`config.mk`:
```
export PLATFORM = sky130hd
export DESIGN_NAME = pabr_bridge
export DESIGN_NICKNAME = d
export VERILOG_FILES = /design/src/hdl/pabr_pkg.sv /design/src/hdl/pabr_bridge.sv
export SDC_FILE = /design/constraint.sdc
export NUM_CORES = 1
export LEC_CHECK = 0
export ABC_CLOCK_PERIOD_IN_PS = 3700
export BUFFER_PORTS_ARGS = -buffer_cell sky130_fd_sc_hd__buf_2
export CAP_MARGIN = 20
export CELL_PAD_IN_SITES_DETAIL_PLACEMENT = 1
export CELL_PAD_IN_SITES_GLOBAL_PLACEMENT = 2
export CORE_UTILIZATION = 37
export DETAILED_ROUTE_END_ITERATION = 8
export PLACE_DENSITY_LB_ADDON = 0.1
export REMOVE_ABC_BUFFERS = 1
export SYNTH_ARGS = -nofsm -noshare
export SYNTH_HDL_FRONTEND = slang
export SYNTH_SLANG_ARGS = --single-unit
export TNS_END_PERCENT = 20
```
`constraint.sdc`:
```
create_clock -name mclk -period 3.7 [get_ports mclk]
set_clock_uncertainty 0.05 [all_clocks]
set_input_delay 0.185 -clock mclk [delete_from_list [all_inputs] [get_ports mclk]]
set_output_delay 0.185 -clock mclk [all_outputs]
set_load 0.005 [all_outputs]
```
`src/hdl/pabr_pkg.sv`:
```
package pabr_pkg;

  localparam int NSLOT = 4;
  localparam int SLOT_STRIDE = 16;
  // host cycles in the strobe phase before ready is trusted
  localparam logic [1:0] RDY_SETTLE = 2'h3;

  // register offsets on the configuration port
  localparam logic [7:0] OFF_BASE = 8'h00;
  localparam logic [7:0] OFF_HIGH = 8'h04;
  localparam logic [7:0] OFF_MODE = 8'h08;
  localparam logic [7:0] OFF_GCTRL = 8'h40;
  localparam logic [7:0] OFF_STATUS = 8'h44;

  // mode register field positions
  localparam int MODE_SYNC = 0;
  localparam int MODE_WM = 1;
  localparam int MODE_MUX = 2;
  localparam int MODE_WID = 3;
  localparam int MODE_SET = 8;
  localparam int MODE_ACC = 12;
  localparam int MODE_REC = 16;

  // width codes
  localparam logic [1:0] WID_8 = 2'h0;
  localparam logic [1:0] WID_16 = 2'h1;

  // values after reset
  localparam logic [31:0] RST_BASE = 32'h0000_0000;
  localparam logic [31:0] RST_HIGH = 32'h0000_0000;
  localparam logic [31:0] RST_MODE = 32'h0000_0010;
  localparam logic [31:0] RST_GCTRL = 32'h0000_0000;

  // host response codes
  localparam logic [1:0] RESP_OKAY = 2'h0;
  localparam logic [1:0] RESP_SLVERR = 2'h2;

  typedef enum logic [2:0] {
    PABR_IDLE = 3'b000,
    PABR_ADDR = 3'b001,
    PABR_SETUP = 3'b010,
    PABR_ACC = 3'b011,
    PABR_RECOV = 3'b100,
    PABR_RESP = 3'b101
  } pabr_state_t;

  typedef struct packed {
    logic [3:0] cs_n;
    logic [31:0] addr;
    logic [31:0] data;
    logic data_oe;
    logic [3:0] be;
    logic rd_n;
    logic wr_n;
    logic rnw;
    logic ads;
  } pabr_pin_t;

endpackage

```
`src/hdl/pabr_bridge.sv`:
```
// Function
// - host AXI4-Lite 32-bit slave, becomes peripheral cycle
// - four slots, each with base/high window
// - sync or async chosen per slot
// - setup, access, recovery counts per slot
// - write data latched whole, strobes drive byte enables except under width matching
// - sync engine on host or peripheral clock
// - peripheral clock crossing synchronised toward the host only: clock, ready and data
// - host clock choice: no synchronisation; ready and data still pass the two-stage synchronisers
// - async cycles run on host clock only
// - sync and async paths coexist
// - slot width 8, 16 or 32 bits
// - width matching splits into several cycles
// - low address bits generated and advanced
// - byte writes lowest lane first, after acceptance
// - write acknowledged after final byte accepted
// - read bytes fill lanes from lowest
// - 8-bit read acknowledged after four bytes
// - mux mode: address phase then data
// - no mux: separate address and data
// - no mux: address strobe held low
//
// Decided for this implementation: the register offsets and the plain strobed port.
`timescale 1ns/1ps
`default_nettype none

module pabr_bridge
(
  // clock and reset
  input wire logic mclk,
  input wire logic rst_b,
  // host write channels
  input wire logic [31:0] s_axi_awaddr,
  input wire logic s_axi_awvalid,
  output logic s_axi_awready,
  input wire logic [31:0] s_axi_wdata,
  input wire logic [3:0] s_axi_wstrb,
  input wire logic s_axi_wvalid,
  output logic s_axi_wready,
  output logic [1:0] s_axi_bresp,
  output logic s_axi_bvalid,
  input wire logic s_axi_bready,
  // host read channels
  input wire logic [31:0] s_axi_araddr,
  input wire logic s_axi_arvalid,
  output logic s_axi_arready,
  output logic [31:0] s_axi_rdata,
  output logic [1:0] s_axi_rresp,
  output logic s_axi_rvalid,
  input wire logic s_axi_rready,
  // configuration port
  input wire logic [7:0] cfg_addr,
  input wire logic [31:0] cfg_wdata,
  input wire logic cfg_wr,
  input wire logic cfg_rd,
  output logic [31:0] cfg_rdata,
  // peripheral pins
  input wire logic per_clk,
  input wire logic per_rdy,
  input wire logic [31:0] per_din,
  output var pabr_pkg::pabr_pin_t per_pins
);

  logic [31:0] base_q [pabr_pkg::NSLOT];
  logic [31:0] high_q [pabr_pkg::NSLOT];
  logic [31:0] mode_q [pabr_pkg::NSLOT];
  logic [31:0] gctrl_q;
  pabr_pkg::pabr_state_t state_q, state_d;
  logic [31:0] addr_q, wdat_q, rdat_q, cfg_rdata_q;
  logic [3:0] be_q, cnt_q;
  logic [1:0] slot_q, beat_q, resp_q, acc_age_q;
  logic rnw_q, bvalid_q, rvalid_q;
  logic clk_s1_q, clk_s2_q, clk_s3_q, rdy_s1_q, rdy_s2_q;
  logic [31:0] din_s1_q, din_s2_q;
  pabr_pkg::pabr_pin_t per_d, per_q;

  // configuration registers, one set per slot
  genvar gi;
  generate
    for (gi = 0; gi < pabr_pkg::NSLOT; gi++)
    begin : g_slot
      wire [7:0] sb = 8'(gi * pabr_pkg::SLOT_STRIDE);
      wire wr_base = cfg_wr && cfg_addr == sb + pabr_pkg::OFF_BASE;
      wire wr_high = cfg_wr && cfg_addr == sb + pabr_pkg::OFF_HIGH;
      wire wr_mode = cfg_wr && cfg_addr == sb + pabr_pkg::OFF_MODE;
      always_ff @(posedge mclk or negedge rst_b)
      begin
        if (!rst_b)
        begin
          base_q[gi] <= pabr_pkg::RST_BASE;
          high_q[gi] <= pabr_pkg::RST_HIGH;
          mode_q[gi] <= pabr_pkg::RST_MODE;
        end
        else
        begin
          if (wr_base) base_q[gi] <= cfg_wdata;
          if (wr_high) high_q[gi] <= cfg_wdata;
          if (wr_mode) mode_q[gi] <= cfg_wdata;
        end
      end
    end
  endgenerate

  always_ff @(posedge mclk or negedge rst_b)
  begin
    if (!rst_b) gctrl_q <= pabr_pkg::RST_GCTRL;
    else if (cfg_wr && cfg_addr == pabr_pkg::OFF_GCTRL) gctrl_q <= cfg_wdata;
  end

  // configuration read, data in the following cycle
  wire [1:0] cfg_slot = cfg_addr[5:4];
  wire cfg_in_slot = cfg_addr[7:6] == 2'h0;
  wire [7:0] cfg_off = cfg_addr & 8'h0f;
  wire [31:0] status_w = {26'h0, state_q != pabr_pkg::PABR_IDLE, state_q, slot_q};
  wire [31:0] cfg_word =
    cfg_in_slot && cfg_off == pabr_pkg::OFF_BASE ? base_q[cfg_slot] :
    cfg_in_slot && cfg_off == pabr_pkg::OFF_HIGH ? high_q[cfg_slot] :
    cfg_in_slot && cfg_off == pabr_pkg::OFF_MODE ? mode_q[cfg_slot] :
    cfg_addr == pabr_pkg::OFF_GCTRL ? gctrl_q :
    cfg_addr == pabr_pkg::OFF_STATUS ? status_w : 32'h0000_0000;
  always_ff @(posedge mclk or negedge rst_b)
  begin
    if (!rst_b) cfg_rdata_q <= 32'h0000_0000;
    else if (cfg_rd) cfg_rdata_q <= cfg_word;
  end
  assign cfg_rdata = cfg_rdata_q;

  // pin synchronisers: first stage feeds only the second
  always_ff @(posedge mclk or negedge rst_b)
  begin
    if (!rst_b)
    begin
      {clk_s1_q, clk_s2_q, clk_s3_q} <= 3'h0;
      {rdy_s1_q, rdy_s2_q} <= 2'h0;
      din_s1_q <= 32'h0000_0000;
      din_s2_q <= 32'h0000_0000;
    end
    else
    begin
      {clk_s1_q, clk_s2_q, clk_s3_q} <= {per_clk, clk_s1_q, clk_s2_q};
      {rdy_s1_q, rdy_s2_q} <= {per_rdy, rdy_s1_q};
      din_s1_q <= per_din;
      din_s2_q <= din_s1_q;
    end
  end

  // host request and window decode
  wire wr_req = s_axi_awvalid && s_axi_wvalid;
  wire idle = state_q == pabr_pkg::PABR_IDLE;
  wire take_wr = idle && wr_req;
  wire take_rd = idle && !wr_req && s_axi_arvalid;
  wire [31:0] req_addr = wr_req ? s_axi_awaddr : s_axi_araddr;
  logic [3:0] hit;
  logic [1:0] hit_slot;
  generate
    for (gi = 0; gi < pabr_pkg::NSLOT; gi++)
    begin : g_hit
      assign hit[gi] = req_addr >= base_q[gi] && req_addr <= high_q[gi];
    end
  endgenerate
  always_comb
  begin
    hit_slot = 2'h0;
    for (int i = pabr_pkg::NSLOT - 1; i >= 0; i--)
      if (hit[i]) hit_slot = 2'(i);
  end
  assign s_axi_awready = take_wr;
  assign s_axi_wready = take_wr;
  assign s_axi_arready = take_rd;

  // current slot attributes
  wire [31:0] mode = mode_q[slot_q];
  wire m_sync = mode[pabr_pkg::MODE_SYNC];
  wire m_wm = mode[pabr_pkg::MODE_WM];
  wire m_mux = mode[pabr_pkg::MODE_MUX];
  wire [1:0] m_wid = mode[pabr_pkg::MODE_WID +: 2];
  wire [3:0] t_set = mode[pabr_pkg::MODE_SET +: 4];
  wire [3:0] t_acc = mode[pabr_pkg::MODE_ACC +: 4];
  wire [3:0] t_rec = mode[pabr_pkg::MODE_REC +: 4];
  wire w8 = m_wm && m_wid == pabr_pkg::WID_8;
  wire w16 = m_wm && m_wid == pabr_pkg::WID_16;

  // peripheral clock edge found in the host domain (slower clock assumed)
  wire pclk_rise = clk_s2_q && !clk_s3_q;
  // sync slots step on the chosen clock, async slots on every host edge
  wire use_pclk = m_sync && gctrl_q[0];
  wire tick = use_pclk ? pclk_rise : 1'b1;
  wire last = (!w8 && !w16) || (w8 && beat_q == 2'h3) || (w16 && beat_q == 2'h1);
  wire rdy_ok = rdy_s2_q && acc_age_q == pabr_pkg::RDY_SETTLE;

  always_comb
  begin
    state_d = state_q;
    unique case (state_q)
      pabr_pkg::PABR_IDLE:
        if (take_wr || take_rd)
          state_d = !(|hit) ? pabr_pkg::PABR_RESP
                  : mode_q[hit_slot][pabr_pkg::MODE_MUX] ? pabr_pkg::PABR_ADDR
                  : pabr_pkg::PABR_SETUP;
      pabr_pkg::PABR_ADDR:
        if (tick) state_d = pabr_pkg::PABR_SETUP;
      pabr_pkg::PABR_SETUP:
        if (tick && cnt_q >= t_set) state_d = pabr_pkg::PABR_ACC;
      pabr_pkg::PABR_ACC:
        if (tick && cnt_q >= t_acc && rdy_ok) state_d = pabr_pkg::PABR_RECOV;
      pabr_pkg::PABR_RECOV:
        if (tick && cnt_q >= t_rec)
          state_d = last ? pabr_pkg::PABR_RESP
                  : m_mux ? pabr_pkg::PABR_ADDR : pabr_pkg::PABR_SETUP;
      pabr_pkg::PABR_RESP:
        if ((bvalid_q && s_axi_bready) || (rvalid_q && s_axi_rready))
          state_d = pabr_pkg::PABR_IDLE;
      default:
        state_d = pabr_pkg::PABR_IDLE;
    endcase
  end

  wire phase_end = state_d != state_q;
  wire byte_in = state_q == pabr_pkg::PABR_ACC && state_d == pabr_pkg::PABR_RECOV;
  wire beat_next = state_q == pabr_pkg::PABR_RECOV && phase_end && !last;
  wire [4:0] wshift = w8 ? {beat_q, 3'h0} : w16 ? {beat_q[0], 4'h0} : 5'h00;

  always_ff @(posedge mclk or negedge rst_b)
  begin
    if (!rst_b)
    begin
      state_q <= pabr_pkg::PABR_IDLE;
      {addr_q, wdat_q} <= 64'h0;
      {be_q, cnt_q, slot_q, beat_q, rnw_q, acc_age_q} <= 15'h0;
    end
    else
    begin
      state_q <= state_d;
      cnt_q <= phase_end ? 4'h0 : tick ? cnt_q + 4'h1 : cnt_q;
      acc_age_q <= phase_end ? 2'h0 : acc_age_q + {1'b0, acc_age_q != pabr_pkg::RDY_SETTLE};
      if (take_wr || take_rd)
      begin
        addr_q <= req_addr;
        wdat_q <= s_axi_wdata;
        be_q <= take_wr ? s_axi_wstrb : 4'hf;
        rnw_q <= take_rd;
        slot_q <= hit_slot;
        beat_q <= 2'h0;
      end
      else if (beat_next) beat_q <= beat_q + 2'h1;
    end
  end

  // response and read data assembly
  always_ff @(posedge mclk or negedge rst_b)
  begin
    if (!rst_b)
    begin
      {bvalid_q, rvalid_q} <= 2'h0;
      resp_q <= pabr_pkg::RESP_OKAY;
      rdat_q <= 32'h0000_0000;
    end
    else
    begin
      if (take_wr || take_rd)
        resp_q <= |hit ? pabr_pkg::RESP_OKAY : pabr_pkg::RESP_SLVERR;
      if (state_d == pabr_pkg::PABR_RESP && state_q != pabr_pkg::PABR_RESP)
      begin
        bvalid_q <= !rnw_q && state_q != pabr_pkg::PABR_IDLE || take_wr;
        rvalid_q <= rnw_q && state_q != pabr_pkg::PABR_IDLE || take_rd;
      end
      else if (state_d == pabr_pkg::PABR_IDLE) {bvalid_q, rvalid_q} <= 2'h0;
      if (byte_in && rnw_q)
      begin
        if (w8) rdat_q[{beat_q, 3'h0} +: 8] <= din_s2_q[7:0];
        else if (w16) rdat_q[{beat_q[0], 4'h0} +: 16] <= din_s2_q[15:0];
        else rdat_q <= din_s2_q;
      end
    end
  end
  assign s_axi_bvalid = bvalid_q;
  assign s_axi_rvalid = rvalid_q;
  assign s_axi_bresp = resp_q;
  assign s_axi_rresp = resp_q;
  assign s_axi_rdata = rdat_q;

  // pin driving, registered toward the pads
  wire active = !idle && state_q != pabr_pkg::PABR_RESP;
  wire in_addr = state_q == pabr_pkg::PABR_ADDR;
  wire [1:0] lo = w8 ? beat_q : w16 ? {beat_q[0], 1'b0} : addr_q[1:0];
  wire [31:0] pa = {addr_q[31:2], lo};
  always_comb
  begin
    per_d.cs_n = 4'hf;
    if (active && state_q != pabr_pkg::PABR_RECOV) per_d.cs_n[slot_q] = 1'b0;
    per_d.addr = m_mux ? 32'h0000_0000 : pa;
    per_d.data = in_addr ? pa : wdat_q >> wshift;
    per_d.data_oe = active && (in_addr || !rnw_q);
    per_d.be = m_wm ? 4'hf : be_q;
    per_d.rd_n = !(state_q == pabr_pkg::PABR_ACC && rnw_q);
    per_d.wr_n = !(state_q == pabr_pkg::PABR_ACC && !rnw_q);
    per_d.rnw = rnw_q;
    per_d.ads = in_addr && m_mux;
  end
  always_ff @(posedge mclk or negedge rst_b)
  begin
    if (!rst_b) per_q <= {4'hf, 65'h0, 4'h0, 4'he};
    else per_q <= per_d;
  end
  assign per_pins = per_q;
endmodule

`default_nettype wire

```
==> summary.md, run 1 <==
| Metric | Value |
|---|---|
| Startpoint types | input port |
| Crit-path leading delay family | buffers and inverters |
| Internal power | 17.0 mW |
| Slack of the critical path | -0.000284 ns |
| Root buffer cell | clkbuf_16 |
| Dpl hpwl | 102 mm |
| TNS Setup | -0.000284 ns |
| Die ar. | 101000 µm² |
| WL/cell | 27.3 µm |
| Reg area | approximately 18000 µm² |
| Part of the power in the clock network | 36.4% |
| Final Hold Violating Endpoints | 0 |
| F_max | around 270 MHz |
| # setup viols final | 1 |
| DR vias | between 20000 and 30000 |
| Yosys reg bits | 711 |
| Cells after synthesis | 3108 |
| Most frequent cells in the layout | dfrtp_1, mux2_2, buf_2 |
| WP buf/inv | 9 |
| Netlist cell types | slightly above 70 |
| Share of cells above drive strength 1 | a little under two fifths |
| Critical path's slowest cell | mux2_2 |
| Design area | about 47000 µm² |
| Status | complete, but fails checks |
| Die H | 318 µm |
| Avg Cell Area, Syn | 11.9 µm² |
| First-pass detailed-route iteration total | 8 |
| CTS tree | yes |
| Crit-path cells | buf_2, nand2_8, clkbuf_16, buf_12, buf_12, mux2_4, buf_4, ha_1, nand4_1, buf_4, buf_4, nor4_4, nand2_1, o21a_1, a211oi_4, buf_6, o41ai_4, buf_12, o21ai_4, mux2_2 |
| Power Density | between 500 and 600 nW/µm² |
| Total gr overflow | 0 |
| Net Switching | 7.41 mW |
| Async S/R FF share, synth | 100% |
| Initial cell density of the core | a little under two fifths |
| H-Tree Depth | 3 |
| Reg power frac | 41.0% |
| Reg clk slew, reported paths | around 0.06 ns |
| Failing checks | negative setup slack |
| DP Worst Slack | -1.17 ns |
| First-pass GRT wire length | around 210 mm |
| Yosys top cell by area | dfrtp_1 |
| Area grow syn2layout | 26.3% |
| Crit path kind | input port to flip-flop |
| Clk Latency, worst-skew pair | 0.67 ns |
| Fill count | 10500 |
| Core ar. | 98700 µm² |
| Warnings from Yosys | 0 |
| Commonest non-fill, non-tap cell in the layout | dfrtp_1 |
| Synth Cell Area | 37000 µm² |
| I/O Buffers | 330 |
| Largest net degree at the start of global routing | approximately 140 |
| Net Sw Frac | between 30% and 40% |
| Worst EP required | 4.20 ns |
| Number of global-route vias before repair | 31100 |
| Area of the multi-input gates | 17900 µm² |
| Ports | 333 |
| Initial DRC Count | 1446 |
| Worst EP arrival | 4.20 ns |
| Placed Instance Area | 42100 µm² |
| Initial antenna violation count | 8 |
| Clk sink count | just over 700 |
| # rows | 115 |
| DRT Wirelength | 140 mm |
| Max VDD drop | 0.000424 V |
| Post-synthesis sequential area ratio | 48.1% |
| Tot GR Track Use | 27.9% |
| Vias per std cell | roughly 5.4 |
| Number of CTS-inserted buffers | 85 |
| Synth Flop Type | dfrtp_1 |
| Chip Width | 318 µm |
| Slew HR | 26.8% |
| Post-synth EDFFs | 0 |
| Final period utilization | 100% |
| CTS max path bufs | 3 |
| Crit-path max cell delay | between 0.3 and 0.4 ns |
| Worst slew pin tran | between 1 and 1.5 ns |
| Unrepaired setup endpoints after global routing | yes |
| Nets | 4229 |
| Critical Path Fanout Max | 8 |
| Slew Limit Fails | 0 |
| Min-delay worst type | input port to flip-flop |
| Post-synth top area share | 47.4% |
| Max-Cap Viols | 0 |
| GPL Wtd Cong | 0.926 |
| Critical path endpoint category | flip-flop |
| Top cells by area, synth | dfrtp_1, mux2_2, ha_1 |
| Tot Pwr | 24.4 mW |
| Tmin final | 3.70 ns |
| Gate power share | 22.6% |
| Remaining DRCs | 0 |
| Post-DRT Antenna Nets | 0 |
| Lkg Pwr | 22.3 nW |
worst min-delay path, stage by stage:
cell and delay [ns]:
buf_2 0.08, mux2_4 0.20, buf_4 0.12, mux2_2 0.13
synth_stat cells, types with 50 or more instances:
cell type / number
a21oi_1: 128
a22oi_1: 65
buf_1: 55
clkbuf_1: 99
dfrtp_1: 700
ha_1: 275
inv_1: 289
mux2_2: 497
mux4_2: 113
nand2_1: 297
nand4_1: 50
nor2_1: 92
o21ai_0: 62
registers in the layout (all words and copies together), names as in the netlist, 4 cells and up:
signal	count
addr_q	32
base_q	128
be_q	4
cfg_rdata	32
cnt_q	4
din_s1_q	32
din_s2_q	32
gctrl_q	32
high_q	128
mode_q	128
per_pins	77
s_axi_rdata	32
wdat_q	32
repair_timing:
item / CTS / global route
cloned: 0 / 1
setup buffers: 2 / 5
hold endpoints to repair: 1095 / 0
hold buffers: 119 / 0
pin swaps: 5 / 16
resized for setup: 25 / 48
setup endpoints to repair: 44 / 40
logic make-up after synthesis:
family	after synthesis	synth area share (%)
other	1	0.0101
flip-flops	711	48.1
XOR/XNOR	4	0.0947
AO/OA/AOI/OAI	418	7.49
adder cells (fa/ha/maj)	275	9.30
buffers and inverters	448	4.59
multiplexers	636	22.7
AND/OR/NAND/NOR	615	7.67
power groups by stage:
stage,clock network (mW),logic (mW),registers (mW)
2_1_floorplan,0,2.58,9.87
3_3_place_gp,0,5.13,10.1
3_5_place_dp,0,5.25,10.2
4_1_cts,9.07,5.47,10.0
5_1_grt,9.35,6.07,10.1
6_report,8.88,5.51,10.0
layout make-up:
| type | count | area share, % |
|---|---|---|
| Multi-Input combinational cell | 1950 | 38.3 |
| Sequential cell | 711 | 38.1 |
| Timing Repair Buffer | 733 | 11.4 |
| Clock buffer | 122 | 5.26 |
| Tap cell | 1287 | 3.45 |
| Inverter | 290 | 2.33 |
| Clock inverter | 36 | 1.09 |
| Antenna cell | 6 | 0.0321 |
layer usage:
metal  GRT usage, %  vias up  wire [µm]
met2           48.2      565      69500
met5              0        -         11
li1               -    12400          -
met4           8.96        2       4540
met1           36.3    14600      61600
met3           3.25      209       4320
stage by stage:
| step | util, % | hold WS (ns) | std cells |
|---|---|---|---|
| finish | 47.3 | 0.0414 | 5135 |
| global route | 47.3 | 0.00930 | 5135 |
| CTS | 47.0 | 0.00568 | 5124 |
| detailed placement | 42.6 | 0.0651 | 4845 |
| global placement | 42.6 | 0.0689 | 4845 |
| floorplan | - | -0.161 | 2951 |
worst paths after layout:
| check | start | endpoint | slack, ns | cells past startpoint |
|---|---|---|---|---|
| worst max-delay path | s_axi_awvalid | s_axi_rdata[23] | -0.0003 | 20 |
| max in group asynchronous | rst_b | high_q[120] | 2.50 | 3 |
| min in group asynchronous | rst_b | mode_q[108] | 0.21 | 3 |
| worst min register to register | din_s1_q[4] | din_s2_q[4] | 0.30 | 0 |
| worst max register to register | high_q[81] | s_axi_rdata[23] | 0.12 | 13 |
| worst min-delay path | s_axi_awaddr[24] | addr_q[24] | 0.04 | 4 |
Note: power is estimated with default switching activity, not from simulation.
==> inputs of run 2 (changes only) <==
==> constraint.sdc (replaced) <==
create_clock -name mclk -period 3.7 [get_ports mclk]
set_clock_uncertainty 0.05 [all_clocks]
set_input_delay 0 -clock mclk [delete_from_list [all_inputs] [get_ports mclk]]
set_output_delay 0 -clock mclk [all_outputs]
set_load 0.005 [all_outputs]
==> summary.md, run 2 (same netlist as run 1, synthesis figures left out) <==
| Metric | Value |
|---|---|
| Final Hold Violating Endpoints | 0 (unchanged) |
| Tot Pwr | 24.0 mW (was 24.4 mW) |
| Vias per std cell | 5.40 (was 5.42) |
| Initial antenna violation count | 7 (was 8) |
| Reg area | 17800 µm² (about the same) |
| Area of the multi-input gates | 17700 µm² (was 17900 µm²) |
| Ports | 333 (unchanged) |
| Number of CTS-inserted buffers | 84 (was 85) |
| Worst EP required | 4.21 ns (was 4.20 ns) |
| Commonest non-fill, non-tap cell in the layout | dfrtp_1 (unchanged) |
| Net Switching | 7.39 mW (was 7.41 mW) |
| TNS Setup | 0 ns (was -0.000284 ns) |
| Core ar. | 98700 µm² (unchanged) |
| Crit-path leading delay family | buffers and inverters (unchanged) |
| Critical R2R Capture | s_axi_rdata[21] (was s_axi_rdata[23]) |
| Status | finished clean (was complete, but fails checks) |
| Clk Latency, worst-skew pair | 0.68 ns (was 0.67 ns) |
| Total gr overflow | 0 (unchanged) |
| Hold Worst Slack | 0.0354 ns (was 0.0414 ns) |
| Slew HR | 27.1% (was 26.8%) |
| Crit-path cells | buf_2, nand2_2, buf_12, buf_4, buf_4, mux2_2, buf_12, ha_1, nand4_1, buf_4, nor4_4, nand2_1, nand2_1, a31oi_1, a211oi_2, buf_4, buf_4, nor4_2, buf_4, o31a_1, buf_4, nor3_1 (was buf_2, nand2_8, clkbuf_16, buf_12, buf_12, mux2_4, buf_4, ha_1, nand4_1, buf_4, buf_4, nor4_4, nand2_1, o21a_1, a211oi_4, buf_6, o41ai_4, buf_12, o21ai_4, mux2_2) |
| Die ar. | 101000 µm² (unchanged) |
| Dpl hpwl | 103 mm (was 102 mm) |
| GPL Wtd Cong | 0.918 (was 0.926) |
| CTS tree | yes (unchanged) |
| Power Density | 507 nW/µm² (was 522 nW/µm²) |
| Critical path's slowest cell | mux2_2 (unchanged) |
| Crit-path max cell delay | 0.40 ns (was 0.37 ns) |
| I/O Buffers | 330 (unchanged) |
| # rows | 115 (unchanged) |
| Part of the power in the clock network | 35.0% (was 36.4%) |
| Internal power | 16.6 mW (was 17.0 mW) |
| Initial DRC Count | 1524 (was 1446) |
| Gate power share | 23.3% (was 22.6%) |
| Critical Path End | cnt_q[3] (was s_axi_rdata[23]) |
| Net Sw Frac | 30.8% (was 30.4%) |
| Share of cells above drive strength 1 | 36.3% (was 37.6%) |
| DR vias | 28300 (was 27800) |
| Slew Limit Fails | 0 (unchanged) |
| H-Tree Depth | 3 (unchanged) |
| CP most frequent cell | buf_4 |
| Crit path from | s_axi_awvalid (unchanged) |
| Fill count | 10500 (about the same) |
| Tmin final | 3.63 ns (was 3.70 ns) |
| Largest net degree at the start of global routing | 111 (was 143) |
| Max VDD drop | 0.000394 V (was 0.000424 V) |
| Min-delay worst type | input port to flip-flop (unchanged) |
| Number of global-route vias before repair | 31500 (was 31100) |
| Crit path kind | input port to flip-flop (unchanged) |
| Post-DRT Antenna Nets | 0 (unchanged) |
| DRT Wirelength | 142 mm (was 140 mm) |
| CTS max path bufs | 3 (unchanged) |
| Worst slew pin tran | 1.09 ns (about the same) |
| Crit path depth | 22 (was 20) |
| # setup viols final | 0 (was 1) |
| First-pass detailed-route iteration total | 6 (was 8) |
| WL/cell | 27.1 µm (was 27.3 µm) |
| Area grow syn2layout | 28.1% (was 26.3%) |
| Lkg Pwr | 22.6 nW (was 22.3 nW) |
| First-pass GRT wire length | 212 mm (was 210 mm) |
| RR Startpoint | base_q[32] (was high_q[81]) |
| Root buffer cell | clkbuf_16 (unchanged) |
| F_max | 275 MHz (was 270 MHz) |
| Initial cell density of the core | 37.5% (unchanged) |
| Final period utilization | 98.1% (was 100%) |
| Worst Reg2Reg Path Length in Cells | 12 (was 13) |
| Die H | 318 µm (unchanged) |
| Largest regs | base_q x128, high_q x128, mode_q x128 (unchanged) |
| WP buf/inv | 10 (was 9) |
| Tot GR Track Use | 28.3% (was 27.9%) |
| Critical Path Fanout Max | 10 (was 8) |
| Reg power frac | 41.7% (was 41.0%) |
| Core Util, Final | 48.0% (was 47.3%) |
| Remaining DRCs | 0 (unchanged) |
| Max-Cap Viols | 0 (unchanged) |
| Most frequent cells in the layout | dfrtp_1, mux2_2, buf_2 (unchanged) |
| Clk sink count | 711 (unchanged) |
| Startpoint types | input port (unchanged) |
| Critical path endpoint category | flip-flop (unchanged) |
| Worst EP arrival | 4.14 ns (was 4.20 ns) |
| Chip Width | 318 µm (unchanged) |
| Nets | 4335 (was 4229) |
| R2R setup slack | 0.11 ns (was 0.12 ns) |
| Reg clk slew, reported paths | 0.06 ns (about the same) |
-- run 2: changes by cell type in the layout (fill, tap and decap cells not counted), moves of 6 or more --
| cell | before | now |
|---|---|---|
| buf_4 | 257 | 263 |
| bufinv_16 | 10 | 4 |
| clkbuf_8 | 17 | 23 |
| clkinv_2 | 16 | 9 |
| dlygate4sd3_1 | 118 | 223 |
| mux2_2 | 481 | 495 |
| mux2_4 | 16 | 2 |
-- run 2: per-layer routing --
metal	vias up	GRT usage (%)	routed length (µm)
met4	2	9.37	4570
met2	541	49.1	71200
met3	205	3.36	4050
li1	12600	-	-
met1	14900	36.5	61900
met5	-	0	13
-- run 2: final cells by class --
cell class	count	area share (%)
well taps	1287	3.40
flip-flops and latches	711	37.6
diodes	5	0.0264
repair buffers	840	13.4
clock inverters	21	0.615
multi-input cells	1950	37.4
inverters	290	2.30
clock buffers	125	5.25
-- run 2: worst register-to-register path: stages (launching register included) --
cell and delay, ns:
dfrtp_1 0.41, ha_1 0.31, nand2b_4 0.14, a2111o_1 0.45, a32oi_1 0.22, a31oi_1 0.11, or4_4 0.51, a22o_4 0.31
o41ai_4 0.28, buf_12 0.18, o21ai_4 0.07, buf_12 0.14, mux2_2 0.28
-- run 2: worst min-delay path by stage --
stage / depth (start not counted) / from / to / slack (ns)
after global placement: 1 / rst_b / mode_q[73] / 0.03
final: 4 / s_axi_wdata[17] / wdat_q[17] / 0.04
after floorplan: 0 / rst_b / acc_age_q[0] / -0.35
after global routing: 2 / rst_b / per_pins[3] / 0.04
after detailed placement: 1 / rst_b / cnt_q[2] / 0.04
after CTS: 4 / s_axi_wdata[0] / wdat_q[0] / 0.001
-- run 2: what timing repair did --
action	CTS	global route
gates resized for setup	7	28
hold buffers	224	0
endpoints found under the setup margin	40	42
pin swaps	1	14
endpoints found under the hold margin	1012	0
setup buffers	1	9
-- run 2: metrics by stage --
| stage | worst slack [ns] | cells | instance area, µm² |
|---|---|---|---|
| floorplan | -0.648 | 2951 | 36400 |
| global placement | -0.875 | 4844 | 42000 |
| detailed placement | -0.879 | 4844 | 42000 |
| CTS | 0.00601 | 5215 | 47100 |
| global route | -0.0175 | 5229 | 47400 |
| finish | 0.0694 | 5229 | 47400 |
-- run 2: power by group through the flow --
stage               clock (mW)  sequential [mW]  combinational [mW]
floorplan                    0             9.87                2.58
global placement             0             10.1                5.14
detailed placement           0             10.2                5.28
CTS                       8.59             10.0                5.55
global route              8.88             10.2                6.15
finish                    8.41             10.0                5.59
